[config.mk]
export PLATFORM = sky130hd
export DESIGN_NAME = iesbu_top
export DESIGN_NICKNAME = d
export VERILOG_FILES = /design/src/inc/iesbu_pkg.sv /design/src/inc/iesbu_if.sv /design/src/hw/iesbu_bank.sv /design/src/hw/iesbu_top.sv
export SDC_FILE = /design/constraint.sdc
export NUM_CORES = 1
export LEC_CHECK = 0
export BUFFER_PORTS_ARGS = -buffer_cell sky130_fd_sc_hd__clkbuf_2
export CAP_MARGIN = 20
export CORE_MARGIN = 3
export CORE_UTILIZATION = 53
export CTS_BUF_LIST = sky130_fd_sc_hd__clkbuf_8
export DETAILED_ROUTE_END_ITERATION = 10
export HOLD_SLACK_MARGIN = 0.12
export PLACE_DENSITY = 0.95
export REMOVE_ABC_BUFFERS = 1
export SYNTH_ARGS = -nofsm -noshare
export SYNTH_HDL_FRONTEND = slang
export SYNTH_SLANG_ARGS = --single-unit
[constraint.sdc]
create_clock -name pclk -period 2.87 [get_ports pclk]
set_input_delay 0.1435 -clock pclk [delete_from_list [all_inputs] [get_ports pclk]]
set_output_delay 0.1435 -clock pclk [all_outputs]
set_load 0.05 [all_outputs]
[src/inc/iesbu_pkg.sv]
// package for the upper interrupt enable bank: register map, bit masks,
// reset values and the bus-slave state type.
// assumes a 32-bit apb slave with byte addresses in a 12-bit window.
package iesbu_pkg;

    // ----------------------------------------------------------------
    // register map
    // ----------------------------------------------------------------
    localparam int unsigned ADDR_W       = 12;
    localparam logic [11:0] OFS_SET_VIEW = 12'h000;    // write-one-to-set view
    localparam logic [11:0] OFS_CLR_VIEW = 12'h004;    // write-one-to-clear view

    // ----------------------------------------------------------------
    // field layout and reset values
    // ----------------------------------------------------------------
    // bits 31:28 -> sources 63:60, 25:4 -> 57:36, 2 -> 34
    localparam logic [31:0] IMPL_MASK    = 32'hF3FF_FFF4;
    localparam logic [31:0] ENABLE_RST   = 32'h0000_0000;
    localparam logic [31:0] RDATA_RST    = 32'h0000_0000;
    localparam int unsigned SRC_BASE     = 32;         // source of bit 0

    // ----------------------------------------------------------------
    // bus-slave state
    // ----------------------------------------------------------------
    typedef enum logic [1:0] {
        ST_IDLE = 2'h1,
        ST_RESP = 2'h2
    } iesbu_state_e;

    typedef struct packed {
        iesbu_state_e state;
        logic         pready;
        logic         pslverr;
        logic [31:0]  prdata;
    } iesbu_slave_s;

    localparam iesbu_slave_s SLAVE_RST = '{state: ST_IDLE, pready: 1'b0,
                                           pslverr: 1'b0, prdata: RDATA_RST};

    // state of the enable bank
    typedef struct packed {
        logic [31:0] enable;
    } iesbu_bank_s;

endpackage

[src/inc/iesbu_if.sv]
// carrier between the bus slave and the enable bank.
// assumes both ends run on the same pclk.
`timescale 1ns/1ps
interface iesbu_if;
    logic [31:0] set_bits;       // one pulse-wide mask of bits to enable
    logic [31:0] clear_bits;     // one pulse-wide mask of bits to disable
    logic [31:0] enable_state;   // present enable state, registered

    modport ctrl (output set_bits, output clear_bits, input enable_state);
    modport bank (input set_bits, input clear_bits, output enable_state);
endinterface

[src/hw/iesbu_bank.sv]
// enable state of interrupt sources 34, 36 to 57 and 60 to 63, one flop per bit.
// assumes set and clear masks are single-cycle and already masked.
`timescale 1ns/1ps
module iesbu_bank
    import iesbu_pkg::*;
(
    input  wire logic pclk,
    input  wire logic presetn,
    iesbu_if.bank     bus
);

    iesbu_bank_s cur;
    iesbu_bank_s nxt;
    logic [31:0] next_enable;

    // ----------------------------------------------------------------
    // per-bit update
    // ----------------------------------------------------------------
    // set wins over clear so an enable is never lost to a racing clear
    for (genvar i = 0; i < 32; i++) begin : g_bit
        if (IMPL_MASK[i]) begin : g_impl
            assign next_enable[i] = bus.set_bits[i] ? 1'b1 :
                                    bus.clear_bits[i] ? 1'b0 :
                                    cur.enable[i];
        end else begin : g_resv
            assign next_enable[i] = 1'b0;
        end
    end

    // next state
    always_comb begin
        nxt        = cur;
        nxt.enable = next_enable;
    end

    // state register
    always_ff @(posedge pclk or negedge presetn) begin
        if (!presetn) begin
            cur.enable <= ENABLE_RST;
        end else begin
            cur <= nxt;
        end
    end

    assign bus.enable_state = cur.enable;

    // ----------------------------------------------------------------
    // checks
    // ----------------------------------------------------------------
    reserved_stay_zero_a: assert property (
        @(posedge pclk) disable iff (!presetn)
        (cur.enable & ~IMPL_MASK) == 32'h0000_0000)
        else $error("reserved enable bit set");

    reset_all_off_a: assert property (
        @(posedge pclk) disable iff (!presetn)
        $rose(presetn) |-> (cur.enable == ENABLE_RST))
        else $error("enable not clear after reset");

endmodule

[src/hw/iesbu_top.sv]
// apb slave for the upper interrupt enable bank: a set view and a clear
// view over one shared enable state, exported as a level vector.
// assumes a well-behaved apb master on pclk; paddr is a byte address.
`timescale 1ns/1ps
module iesbu_top
    import iesbu_pkg::*;
(
    input  wire  logic              pclk,
    input  wire  logic              presetn,
    input  wire  logic              psel,
    input  wire  logic              penable,
    input  wire  logic              pwrite,
    input  wire  logic [ADDR_W-1:0] paddr,
    input  wire  logic [31:0]       pwdata,
    output logic       [31:0]       prdata,
    output logic                    pready,
    output logic                    pslverr,
    output logic       [31:0]       irq_enable_bits
);

    // ----------------------------------------------------------------
    // declarations
    // ----------------------------------------------------------------
    iesbu_if      u_if ();
    iesbu_slave_s cur;
    iesbu_slave_s nxt;
    logic         hit_set;
    logic         hit_clr;
    logic         addr_hit;
    logic         setup_phase;
    logic         access_edge;
    logic [31:0]  wdata_impl;

    // ----------------------------------------------------------------
    // address decode
    // ----------------------------------------------------------------
    // full-width compare, so aliases inside the window are unmapped
    assign hit_set  = (paddr == OFS_SET_VIEW);
    assign hit_clr  = (paddr == OFS_CLR_VIEW);
    assign addr_hit = hit_set | hit_clr;

    // apb phases
    assign setup_phase = psel & ~penable;
    assign access_edge = psel & penable & cur.pready;

    // only implemented positions ever reach the bank
    assign wdata_impl = pwdata & IMPL_MASK;

    // ----------------------------------------------------------------
    // write strobes into the bank
    // ----------------------------------------------------------------
    // strobes fire only at the completing edge, so a held request
    // never writes twice; zero data bits leave their flops alone
    assign u_if.set_bits   = (access_edge & pwrite & hit_set) ?
                             wdata_impl : 32'h0000_0000;
    assign u_if.clear_bits = (access_edge & pwrite & hit_clr) ?
                             wdata_impl : 32'h0000_0000;

    // ----------------------------------------------------------------
    // enable bank
    // ----------------------------------------------------------------
    iesbu_bank u_bank (
        .pclk    (pclk),
        .presetn (presetn),
        .bus     (u_if.bank)
    );

    // ----------------------------------------------------------------
    // bus-slave next state
    // ----------------------------------------------------------------
    // answer is prepared in the setup cycle so pready stands in the
    // first access cycle: no wait states, at the cost of a registered
    // read path from the bank into prdata
    always_comb begin
        nxt = cur;
        case (cur.state)
            ST_IDLE: begin
                nxt.pready  = 1'b0;
                nxt.pslverr = 1'b0;
                if (setup_phase) begin
                    nxt.state   = ST_RESP;
                    nxt.pready  = 1'b1;
                    nxt.pslverr = ~addr_hit;
                    // both views read the same shared state
                    nxt.prdata  = (!pwrite && addr_hit) ?
                                  u_if.enable_state : RDATA_RST;
                end
            end
            ST_RESP: begin
                // access completes this cycle; drop pready and pslverr, prdata holds
                nxt.state   = ST_IDLE;
                nxt.pready  = 1'b0;
                nxt.pslverr = 1'b0;
            end
            default: begin
                nxt = SLAVE_RST;
            end
        endcase
    end

    // ----------------------------------------------------------------
    // bus-slave state register
    // ----------------------------------------------------------------
    always_ff @(posedge pclk or negedge presetn) begin
        if (!presetn) begin
            cur <= SLAVE_RST;
        end else begin
            cur <= nxt;
        end
    end

    // ----------------------------------------------------------------
    // outputs, each straight from a flop
    // ----------------------------------------------------------------
    assign prdata          = cur.prdata;
    assign pready          = cur.pready;
    assign pslverr         = cur.pslverr;
    assign irq_enable_bits = u_if.enable_state;   // bank flops

    // ----------------------------------------------------------------
    // checks on the register views
    // ----------------------------------------------------------------
    // reserved positions never show up on a read
    reserved_read_zero_a: assert property (
        @(posedge pclk) disable iff (!presetn)
        pready |-> ((prdata & ~IMPL_MASK) == 32'h0000_0000))
        else $error("reserved bit read as one");

    // a one written to the set view is enabled one edge later
    set_view_write_a: assert property (
        @(posedge pclk) disable iff (!presetn)
        (psel && penable && pready && pwrite && hit_set)
        |=> ((irq_enable_bits & $past(wdata_impl)) == $past(wdata_impl)))
        else $error("set view write did not enable");

    // zero bits of a set or clear write keep their old value
    zero_keeps_state_a: assert property (
        @(posedge pclk) disable iff (!presetn)
        (psel && penable && pready && pwrite)
        |=> ((irq_enable_bits & ~$past(pwdata)) ==
             ($past(irq_enable_bits) & ~$past(pwdata))))
        else $error("zero write changed enable state");

    // a mapped read returns the state seen at the setup cycle
    read_shows_state_a: assert property (
        @(posedge pclk) disable iff (!presetn)
        (psel && !penable && !pwrite && addr_hit)
        |=> (pready && !pslverr && prdata == $past(irq_enable_bits)))
        else $error("read data differs from enable state");

    // a one written to the clear view is disabled one edge later
    clear_view_write_a: assert property (
        @(posedge pclk) disable iff (!presetn)
        (psel && penable && pready && pwrite && hit_clr)
        |=> ((irq_enable_bits & $past(wdata_impl)) == 32'h0000_0000))
        else $error("clear view write did not disable");

    // nothing is enabled until software asks for it
    reset_reads_zero_a: assert property (
        @(posedge pclk) disable iff (!presetn)
        $rose(presetn) |-> (irq_enable_bits == ENABLE_RST && !pready))
        else $error("state not zero after reset");

    // the answer stands for exactly one cycle
    ready_single_cycle_a: assert property (
        @(posedge pclk) disable iff (!presetn)
        pready |=> !pready)
        else $error("pready held over two cycles");

    // every setup cycle is answered on the next edge
    setup_answered_a: assert property (
        @(posedge pclk) disable iff (!presetn)
        (psel && !penable) |=> (pready && pslverr == $past(!addr_hit)))
        else $error("setup not answered in one cycle");

    // an unmapped write leaves the enable state alone
    unmapped_write_ignored_a: assert property (
        @(posedge pclk) disable iff (!presetn)
        (psel && penable && pready && pwrite && !addr_hit)
        |=> $stable(irq_enable_bits))
        else $error("unmapped write changed state");

    // ----------------------------------------------------------------
    // checks on the slave state and its answer
    // ----------------------------------------------------------------
    // one-hot codes, so a flipped state bit shows up here
    state_one_hot_a: assert property (
        @(posedge pclk) disable iff (!presetn)
        $onehot(cur.state))
        else $error("slave state not one-hot");

    // pready is the response state as seen from outside
    ready_tracks_state_a: assert property (
        @(posedge pclk) disable iff (!presetn)
        pready == (cur.state == ST_RESP))
        else $error("pready out of step with state");

    // the response state lasts exactly one cycle
    resp_then_idle_a: assert property (
        @(posedge pclk) disable iff (!presetn)
        (cur.state == ST_RESP) |=> (cur.state == ST_IDLE))
        else $error("response state held too long");

    // an answer always follows a setup cycle
    ready_after_setup_a: assert property (
        @(posedge pclk) disable iff (!presetn)
        pready |-> $past(setup_phase))
        else $error("answer without a setup");

    // an error is only flagged together with the answer
    error_with_ready_a: assert property (
        @(posedge pclk) disable iff (!presetn)
        pslverr |-> pready)
        else $error("pslverr without pready");

    // mapped places never answer with an error
    mapped_no_error_a: assert property (
        @(posedge pclk) disable iff (!presetn)
        (psel && !penable && addr_hit) |=> !pslverr)
        else $error("mapped access refused");

    // refused reads return zero, so no state leaks out
    refused_read_zero_a: assert property (
        @(posedge pclk) disable iff (!presetn)
        pslverr |-> (prdata == RDATA_RST))
        else $error("refused access returned data");

    // a write setup clears the read register
    write_clears_rdata_a: assert property (
        @(posedge pclk) disable iff (!presetn)
        (psel && !penable && pwrite) |=> (prdata == RDATA_RST))
        else $error("read data left over after write");

    // prdata holds outside setups, so a slow master still sees it
    rdata_holds_a: assert property (
        @(posedge pclk) disable iff (!presetn)
        !setup_phase |=> $stable(prdata))
        else $error("read data changed without setup");

    // ----------------------------------------------------------------
    // checks on the strobes and the enable state
    // ----------------------------------------------------------------
    // set and clear never target the same bus cycle
    strobes_exclusive_a: assert property (
        @(posedge pclk) disable iff (!presetn)
        (u_if.set_bits & u_if.clear_bits) == 32'h0000_0000)
        else $error("set and clear strobes overlap");

    // reserved positions never reach the bank
    strobe_reserved_zero_a: assert property (
        @(posedge pclk) disable iff (!presetn)
        ((u_if.set_bits | u_if.clear_bits) & ~IMPL_MASK) == 32'h0000_0000)
        else $error("strobe on reserved bit");

    // a set strobe only at the completing edge of a set-view write
    set_strobe_gated_a: assert property (
        @(posedge pclk) disable iff (!presetn)
        (u_if.set_bits != 32'h0000_0000) |-> (access_edge && pwrite && hit_set))
        else $error("set strobe outside a set write");

    // likewise for the clear strobe
    clear_strobe_gated_a: assert property (
        @(posedge pclk) disable iff (!presetn)
        (u_if.clear_bits != 32'h0000_0000) |-> (access_edge && pwrite && hit_clr))
        else $error("clear strobe outside a clear write");

    // a set-view write never disables anything
    set_keeps_enabled_a: assert property (
        @(posedge pclk) disable iff (!presetn)
        (access_edge && pwrite && hit_set)
        |=> ((irq_enable_bits & $past(irq_enable_bits)) == $past(irq_enable_bits)))
        else $error("set write disabled a source");

    // a clear-view write never enables anything
    clear_never_sets_a: assert property (
        @(posedge pclk) disable iff (!presetn)
        (access_edge && pwrite && hit_clr)
        |=> ((irq_enable_bits & ~$past(irq_enable_bits)) == 32'h0000_0000))
        else $error("clear write enabled a source");

    // without a completing write the state stays put
    idle_keeps_state_a: assert property (
        @(posedge pclk) disable iff (!presetn)
        !(access_edge && pwrite) |=> $stable(irq_enable_bits))
        else $error("state changed without a write");

    // reads of either view leave the state alone
    read_keeps_state_a: assert property (
        @(posedge pclk) disable iff (!presetn)
        (access_edge && !pwrite) |=> $stable(irq_enable_bits))
        else $error("read changed enable state");

    // reserved positions of the exported vector stay low
    vector_reserved_zero_a: assert property (
        @(posedge pclk) disable iff (!presetn)
        (irq_enable_bits & ~IMPL_MASK) == 32'h0000_0000)
        else $error("reserved vector bit set");

    // the strobes are quiet while no transfer is under way
    strobes_quiet_idle_a: assert property (
        @(posedge pclk) disable iff (!presetn)
        !psel |-> ((u_if.set_bits | u_if.clear_bits) == 32'h0000_0000))
        else $error("strobe while bus idle");

    // a refused write leaves no strobe behind
    refused_no_strobe_a: assert property (
        @(posedge pclk) disable iff (!presetn)
        (access_edge && !addr_hit) |-> ((u_if.set_bits | u_if.clear_bits) == 32'h0000_0000))
        else $error("strobe on refused write");

    // a read never raises a strobe
    read_no_strobe_a: assert property (
        @(posedge pclk) disable iff (!presetn)
        (access_edge && !pwrite) |-> ((u_if.set_bits | u_if.clear_bits) == 32'h0000_0000))
        else $error("strobe on read");

endmodule

### After elaboration in Yosys (flattened, before gate mapping)

Cells that the tools add are included.

| cells by class | value |
|---|---|
| eq/ne operators | 4 |
| multiplexer cells | 60 |
| bitwise operators | 10 |
| reductions and logical operators | 31 |

Operator list:

| cell | number |
|---|---|
| 32-bit two-way mux | 3 |
| 32-bit case mux with 2 select lines | 1 |
| 1-bit two-way mux | 54 |
| 2-bit nonzero test | 27 |
| 36-bit two-way mux | 1 |
| 12-bit by 3-bit == test with 1-bit output, second input constant | 1 |
| 12-bit zero test | 1 |
| 1-bit AND | 6 |
| 4-bit two-way mux | 1 |
| 1-bit NOT | 3 |
| 2-bit by 1-bit == test with 1-bit output, second input constant | 1 |
| 2-bit == test, second input constant | 1 |
| 2-bit != test, second input constant | 1 |
| 2-bit AND reduction | 1 |
| 1-bit logical AND | 1 |
| 1-bit zero test | 1 |
| 1-bit bitwise OR | 1 |

| word-level totals | value |
|---|---|
| flip-flop bits (word level) | 63 |
| bits of input ports | 49 |
| output and inout port bits | 66 |
| logic and storage cells | 136 |

### Depth between registers and ports, before layout

| depth | value |
|---|---|
| word-level depth | 7 |
| mapped depth | 6 |
| gate-level depth less buffers | 4 |

### By module

Synthesis repeated with hierarchy kept, for this count alone.

| second synthesis, totals | value |
|---|---|
| cell total of the unflattened synthesis | 302 |
| area total of the unflattened synthesis | 3186.8 um2 |

By module, submodules not included:

| module | instances | cells an instance | area an instance (um2) | sequential area each (um2) |
|---|---|---|---|---|
| iesbu_top | 1 | 215 | 2165.8 | 902.1 |
| iesbu_bank | 1 | 87 | 1021.0 | 675.6 |

### Worst setup path before layout

OpenSTA, ideal clock, no wires.

| path | value |
|---|---|
| path type | reg2reg |
| start | register cur, in the netlist pready |
| end | register u_bank.cur, in the netlist u_bank.bus.enable_state[19] |
| library setup time | 0.137 ns |
| arrival time | 1.470 ns |
| required time | 2.733 ns |
| slack | 1.263 ns |
| stages on the path, launching flop included | 7 |
| buffers on the path | 2 |
| period minus slack after synthesis | 1.607 ns |
| cell sequence | dfrtp_1 and4_1 and4_1 buf_6 buf_8 nand2_1 mux2i_1 |

| on the way | value |
|---|---|
| longest elaborated chain between the ends | 5 |
| elaborated cells between the ends (all ways) | 8 |
| classes of those cells | mux (3); bitwise (4); reduce/logical (1) |

RTL lines:

| item | RTL line | text |
|---|---|---|
| start: declaration | iesbu_top.sv:25 | `iesbu_slave_s cur;` |
| start signal: assignment | iesbu_top.sv:108 | `cur <= nxt;` |
| 1-bit AND * | iesbu_top.sv:44 | `assign access_edge = psel & penable & cur.pready;` |
| 1-bit AND * | iesbu_top.sv:54, iesbu_top.sv:56 |  |
| 1-bit AND, on equally long branches | iesbu_top.sv:54, iesbu_top.sv:56 |  |
| 32-bit two-way mux, on equally long branches | iesbu_top.sv:54, iesbu_top.sv:56 |  |
| 1-bit two-way mux / 2-bit nonzero test (equally long branches) | -- |  |
| end signal: assignment | iesbu_bank.sv:41 | `cur <= nxt;` |
| end: declaration | iesbu_bank.sv:12 | `iesbu_bank_s cur;` |

Mark *: on every way between the ends. The rest lies on a longest branch, timed or not.
A chain may end at the register's enable or synchronous reset.

### Final worst setup path

| path | value |
|---|---|
| start | register cur[34] in the netlist's numbering |
| end | register cur, in the netlist prdata[18] |

| on the way | value |
|---|---|
| longest elaborated chain between the ends | 3 |
| elaborated cells between the ends (all ways) | 6 |
| classes of those cells | eq/ne (3); mux (1); bitwise (1); reduce/logical (1) |

RTL lines:

| item | RTL line | text |
|---|---|---|
| 2-bit by 1-bit == test with 1-bit output / 2-bit == test (equally long branches) | iesbu_top.sv:76 | `case (cur.state)` |
| 2-bit != test (no source line) / 1-bit NOT (equally long branches) | -- |  |
| 2-bit AND reduction (no source line) | -- |  |

Parallel ways exist; a longest one is shown, timed or not.

==> flow_summary.yaml <==
sta:
  rsz0062_at_grt: "no"
  hold_viol: 0
  layout_min_cycle_time_ns: 1.933
  setup_viol_count_final: 0
  fin_crit_sh_pct: 67.35
  finalMaxSlewViolations: 0
  fin_skew_ns: 0.004000
  worst_slew_pin_slew_ns: 0.9131
  finalSetupTns_ns: 0
  max_freq_ghz: 0.5174
  slew_headroom_pct: 39.12
finish:
  final_layout_size_suffix_gt1_share_pct: 40.65
  post-route-util_pct: 70.68
  syn_to_final_growth_pct: 26.38
  fillCellCount: 375
  antenna-diode-count: 0
  nNetsFinal: 382
  final_cell_mix: "99 x clkbuf_2, 57 x dfrtp_1, 31 x inv_1, 28 x dlygate4sd3_1"
  layout_commonest_cell: "clkbuf_2"
  instances_no_fill: 404
  stdcell_area_um2: 3405
cts:
  clk_latency_ns: 0.31
  clockBufferDepth: 2
  cts_resized: 0
  cts-htree-levels: 3
  cts_inserted_buffers: 9
  cts-root-buf: "clkbuf_8"
  cts_tree: "built"
  cts.sinks: 58
  clk_pin_slew_worst_paths_ns: 0.06
critical_path:
  crit_path_cell_trace: "nand2b_1, nand2b_1, nor3_4, buf_4, a22o_1"
  cp-start-kind: "flip-flop"
  crit_buf_inv: 1
  regToRegSetupSlack_ns: 0.94
  cpMaxStageDelayCell: "nor3_4"
  crit_required_ns: 3.12
  max_stage_delay_ns: 0.53
  crit_type: "reg2reg"
  cp_common_cell: "nand2b_1"
  crit_path_end_kind: "flip-flop"
  critical_path.max_fanout: 15
  arrival_ns: 2.18
  cp_top_family: "simple AND/OR/NAND/NOR gates"
global_routing:
  antenna_found_initial: 0
  first_global_vias: 2024
  grt_first_pass_wirelength_um: 9811
  track_usage_pct: 21.14
  grt_max_degree: 40
  grt-ovfl-total: 0
logic_synthesis:
  syn_inst: 229
  yosys_register_bits: 58
  netlist_area_um2: 2694
  synth-seq-area-share_pct: 53.92
  yosysTopAreaCellShare_pct: 52.95
  ys_types: 25
  synth_top_cell_by_area: "dfrtp_1"
  synth_area_leaders: "dfrtp_1 53%, buf_4 10%, mux2i_1 10%, a22o_1 8.8%, inv_1 4.0%"
  ys_warn_count: 0
  syn-mean-instance-area_um2: 11.76
route:
  drt-pass1-iter-count: 4
  drt_wl_total_um: 5854
  drc: 0
  initialDrtViolationCount: 94
  vias: 1944
  ant_nets: 0
  wl_per_cell_um: 14.49
  vias_per_cell: 4.812
place:
  place_hpwl_um: 3819
  port_buffers: 99
  dp.cells: 361
  place.gp.congestion: 0.7352
  place_area_um2: 2973
floorplanning:
  start_util_pct: 55.92
  die_h_um: 77.30
  core_um2: 4817
  fp.dieArea_um2: 5975
  ios: 115
  num_rows: 25
  die_w_um: 77.30
power:
  p_per_area_nw_per_um2: 457.5
  p_leak_nw: 2.032
  ir_drop_v: 0.0002987
job:
  max-cap-violations: 0
hold_path:
  hp-class: "in2reg"
outcome:
  status: "finished, final reports clean"
[final timing paths]
| kind | cells after the start | start | end |
|---|---|---|---|
| worst max-delay path | 5 | cur[34]$_DFFE_PN1P_ | prdata[18]$_DFFE_PN0P_ |
| worst min-delay path | 3 | penable | cur[34]$_DFFE_PN1P_ |
| worst max register to register | 5 | cur[34]$_DFFE_PN1P_ | prdata[18]$_DFFE_PN0P_ |
| worst min register to register | 1 | prdata[25]$_DFFE_PN0P_ | prdata[25]$_DFFE_PN0P_ |
| max in group asynchronous | 3 | presetn | u_bank.bus.enable_state[28]$_DFFE_PN0P_ |
| min in group asynchronous | 2 | presetn | u_bank.bus.enable_state[5]$_DFFE_PN0P_ |
[state kept, by name, summed over array words and instances, names as in the netlist]
signal,cells
prdata,27
u_bank.bus.enable_state,27
cur,2
pready,1
pslverr,1
[cell type report]
type	instances	area, um2	share of cell area, %
Clock inverter	6	27.53	0.8085
Tap cell	67	83.83	2.462
Clock buffer	9	123.9	3.638
Sequential cell	58	1453	42.67
Inverter	29	108.9	3.197
Multi-Input combinational cell	104	802.0	23.56
Timing Repair Buffer	131	805.8	23.67
[worst min-delay path, stage by stage]
cell	delay (ns)
clkbuf_2	0.08
nor2b_1	0.05
nand2b_1	0.18
[report_power, final]
| group | switching [mW] | total (mW) | internal (mW) |
|---|---|---|---|
| sequential | 0.00150 | 0.824 | 0.822 |
| combinational | 0.0961 | 0.152 | 0.0562 |
| clock | 0.286 | 0.582 | 0.295 |
[Yosys cell counts]
library cell and instances:
buf_8 1, and4_1 2, nand2_1 12, a22o_1 27, buf_12 1, inv_1 29, and2_2 1, buf_4 37
buf_2 2, o21ai_1 1, buf_6 3, dfstp_2 1, clkbuf_1 2, buf_1 1, nor4_2 1, nand3_1 1
nor2b_1 1, nor3_4 1, conb_1 1, nand2b_1 3, nand2_2 15, nor3_1 1, mux2i_1 27, nor4_4 1
dfrtp_1 57
[per-layer routing]
| metal | vias up | global-route usage, % | share of wire, % |
|---|---|---|---|
| met5 | - | 0 | 0 |
| met4 | 0 | 8.719 | 2.5 |
| met3 | 14 | 4.577 | 5.0 |
| met2 | 77 | 36.18 | 52 |
| met1 | 944 | 25.82 | 40 |
| li1 | 909 | - | - |
[kinds of logic after synthesis]
| kind of cell | share of synthesized area (%) |
|---|---|
| buffers and inverters | 17.70 |
| flip-flops | 53.93 |
| AND/OR/NAND/NOR | 9.243 |
| AO/OA/AOI/OAI | 8.964 |
| multiplexers | 10.03 |
| other | 0.1392 |
[per-stage QoR]
step / hold slack (ns) / total power, mW / worst slack, ns
CTS: 0.1936 / 1.578 / 0.9172
global route: 0.2384 / 1.629 / 0.8195
floorplan: -0.1521 / 0.8912 / 0.8053
detailed placement: 0.3271 / 0.9597 / 0.8423
finish: 0.2098 / 1.558 / 0.9371
global placement: 0.3162 / 0.9580 / 0.9542
[what timing repair did]
| action | in CTS | in global routing |
|---|---|---|
| hold buffers | 28 | 0 |
| endpoints found under the hold margin | 64 | 0 |
| buffers inserted | 0 | 0 |
(Power assumes the default switching activity.)
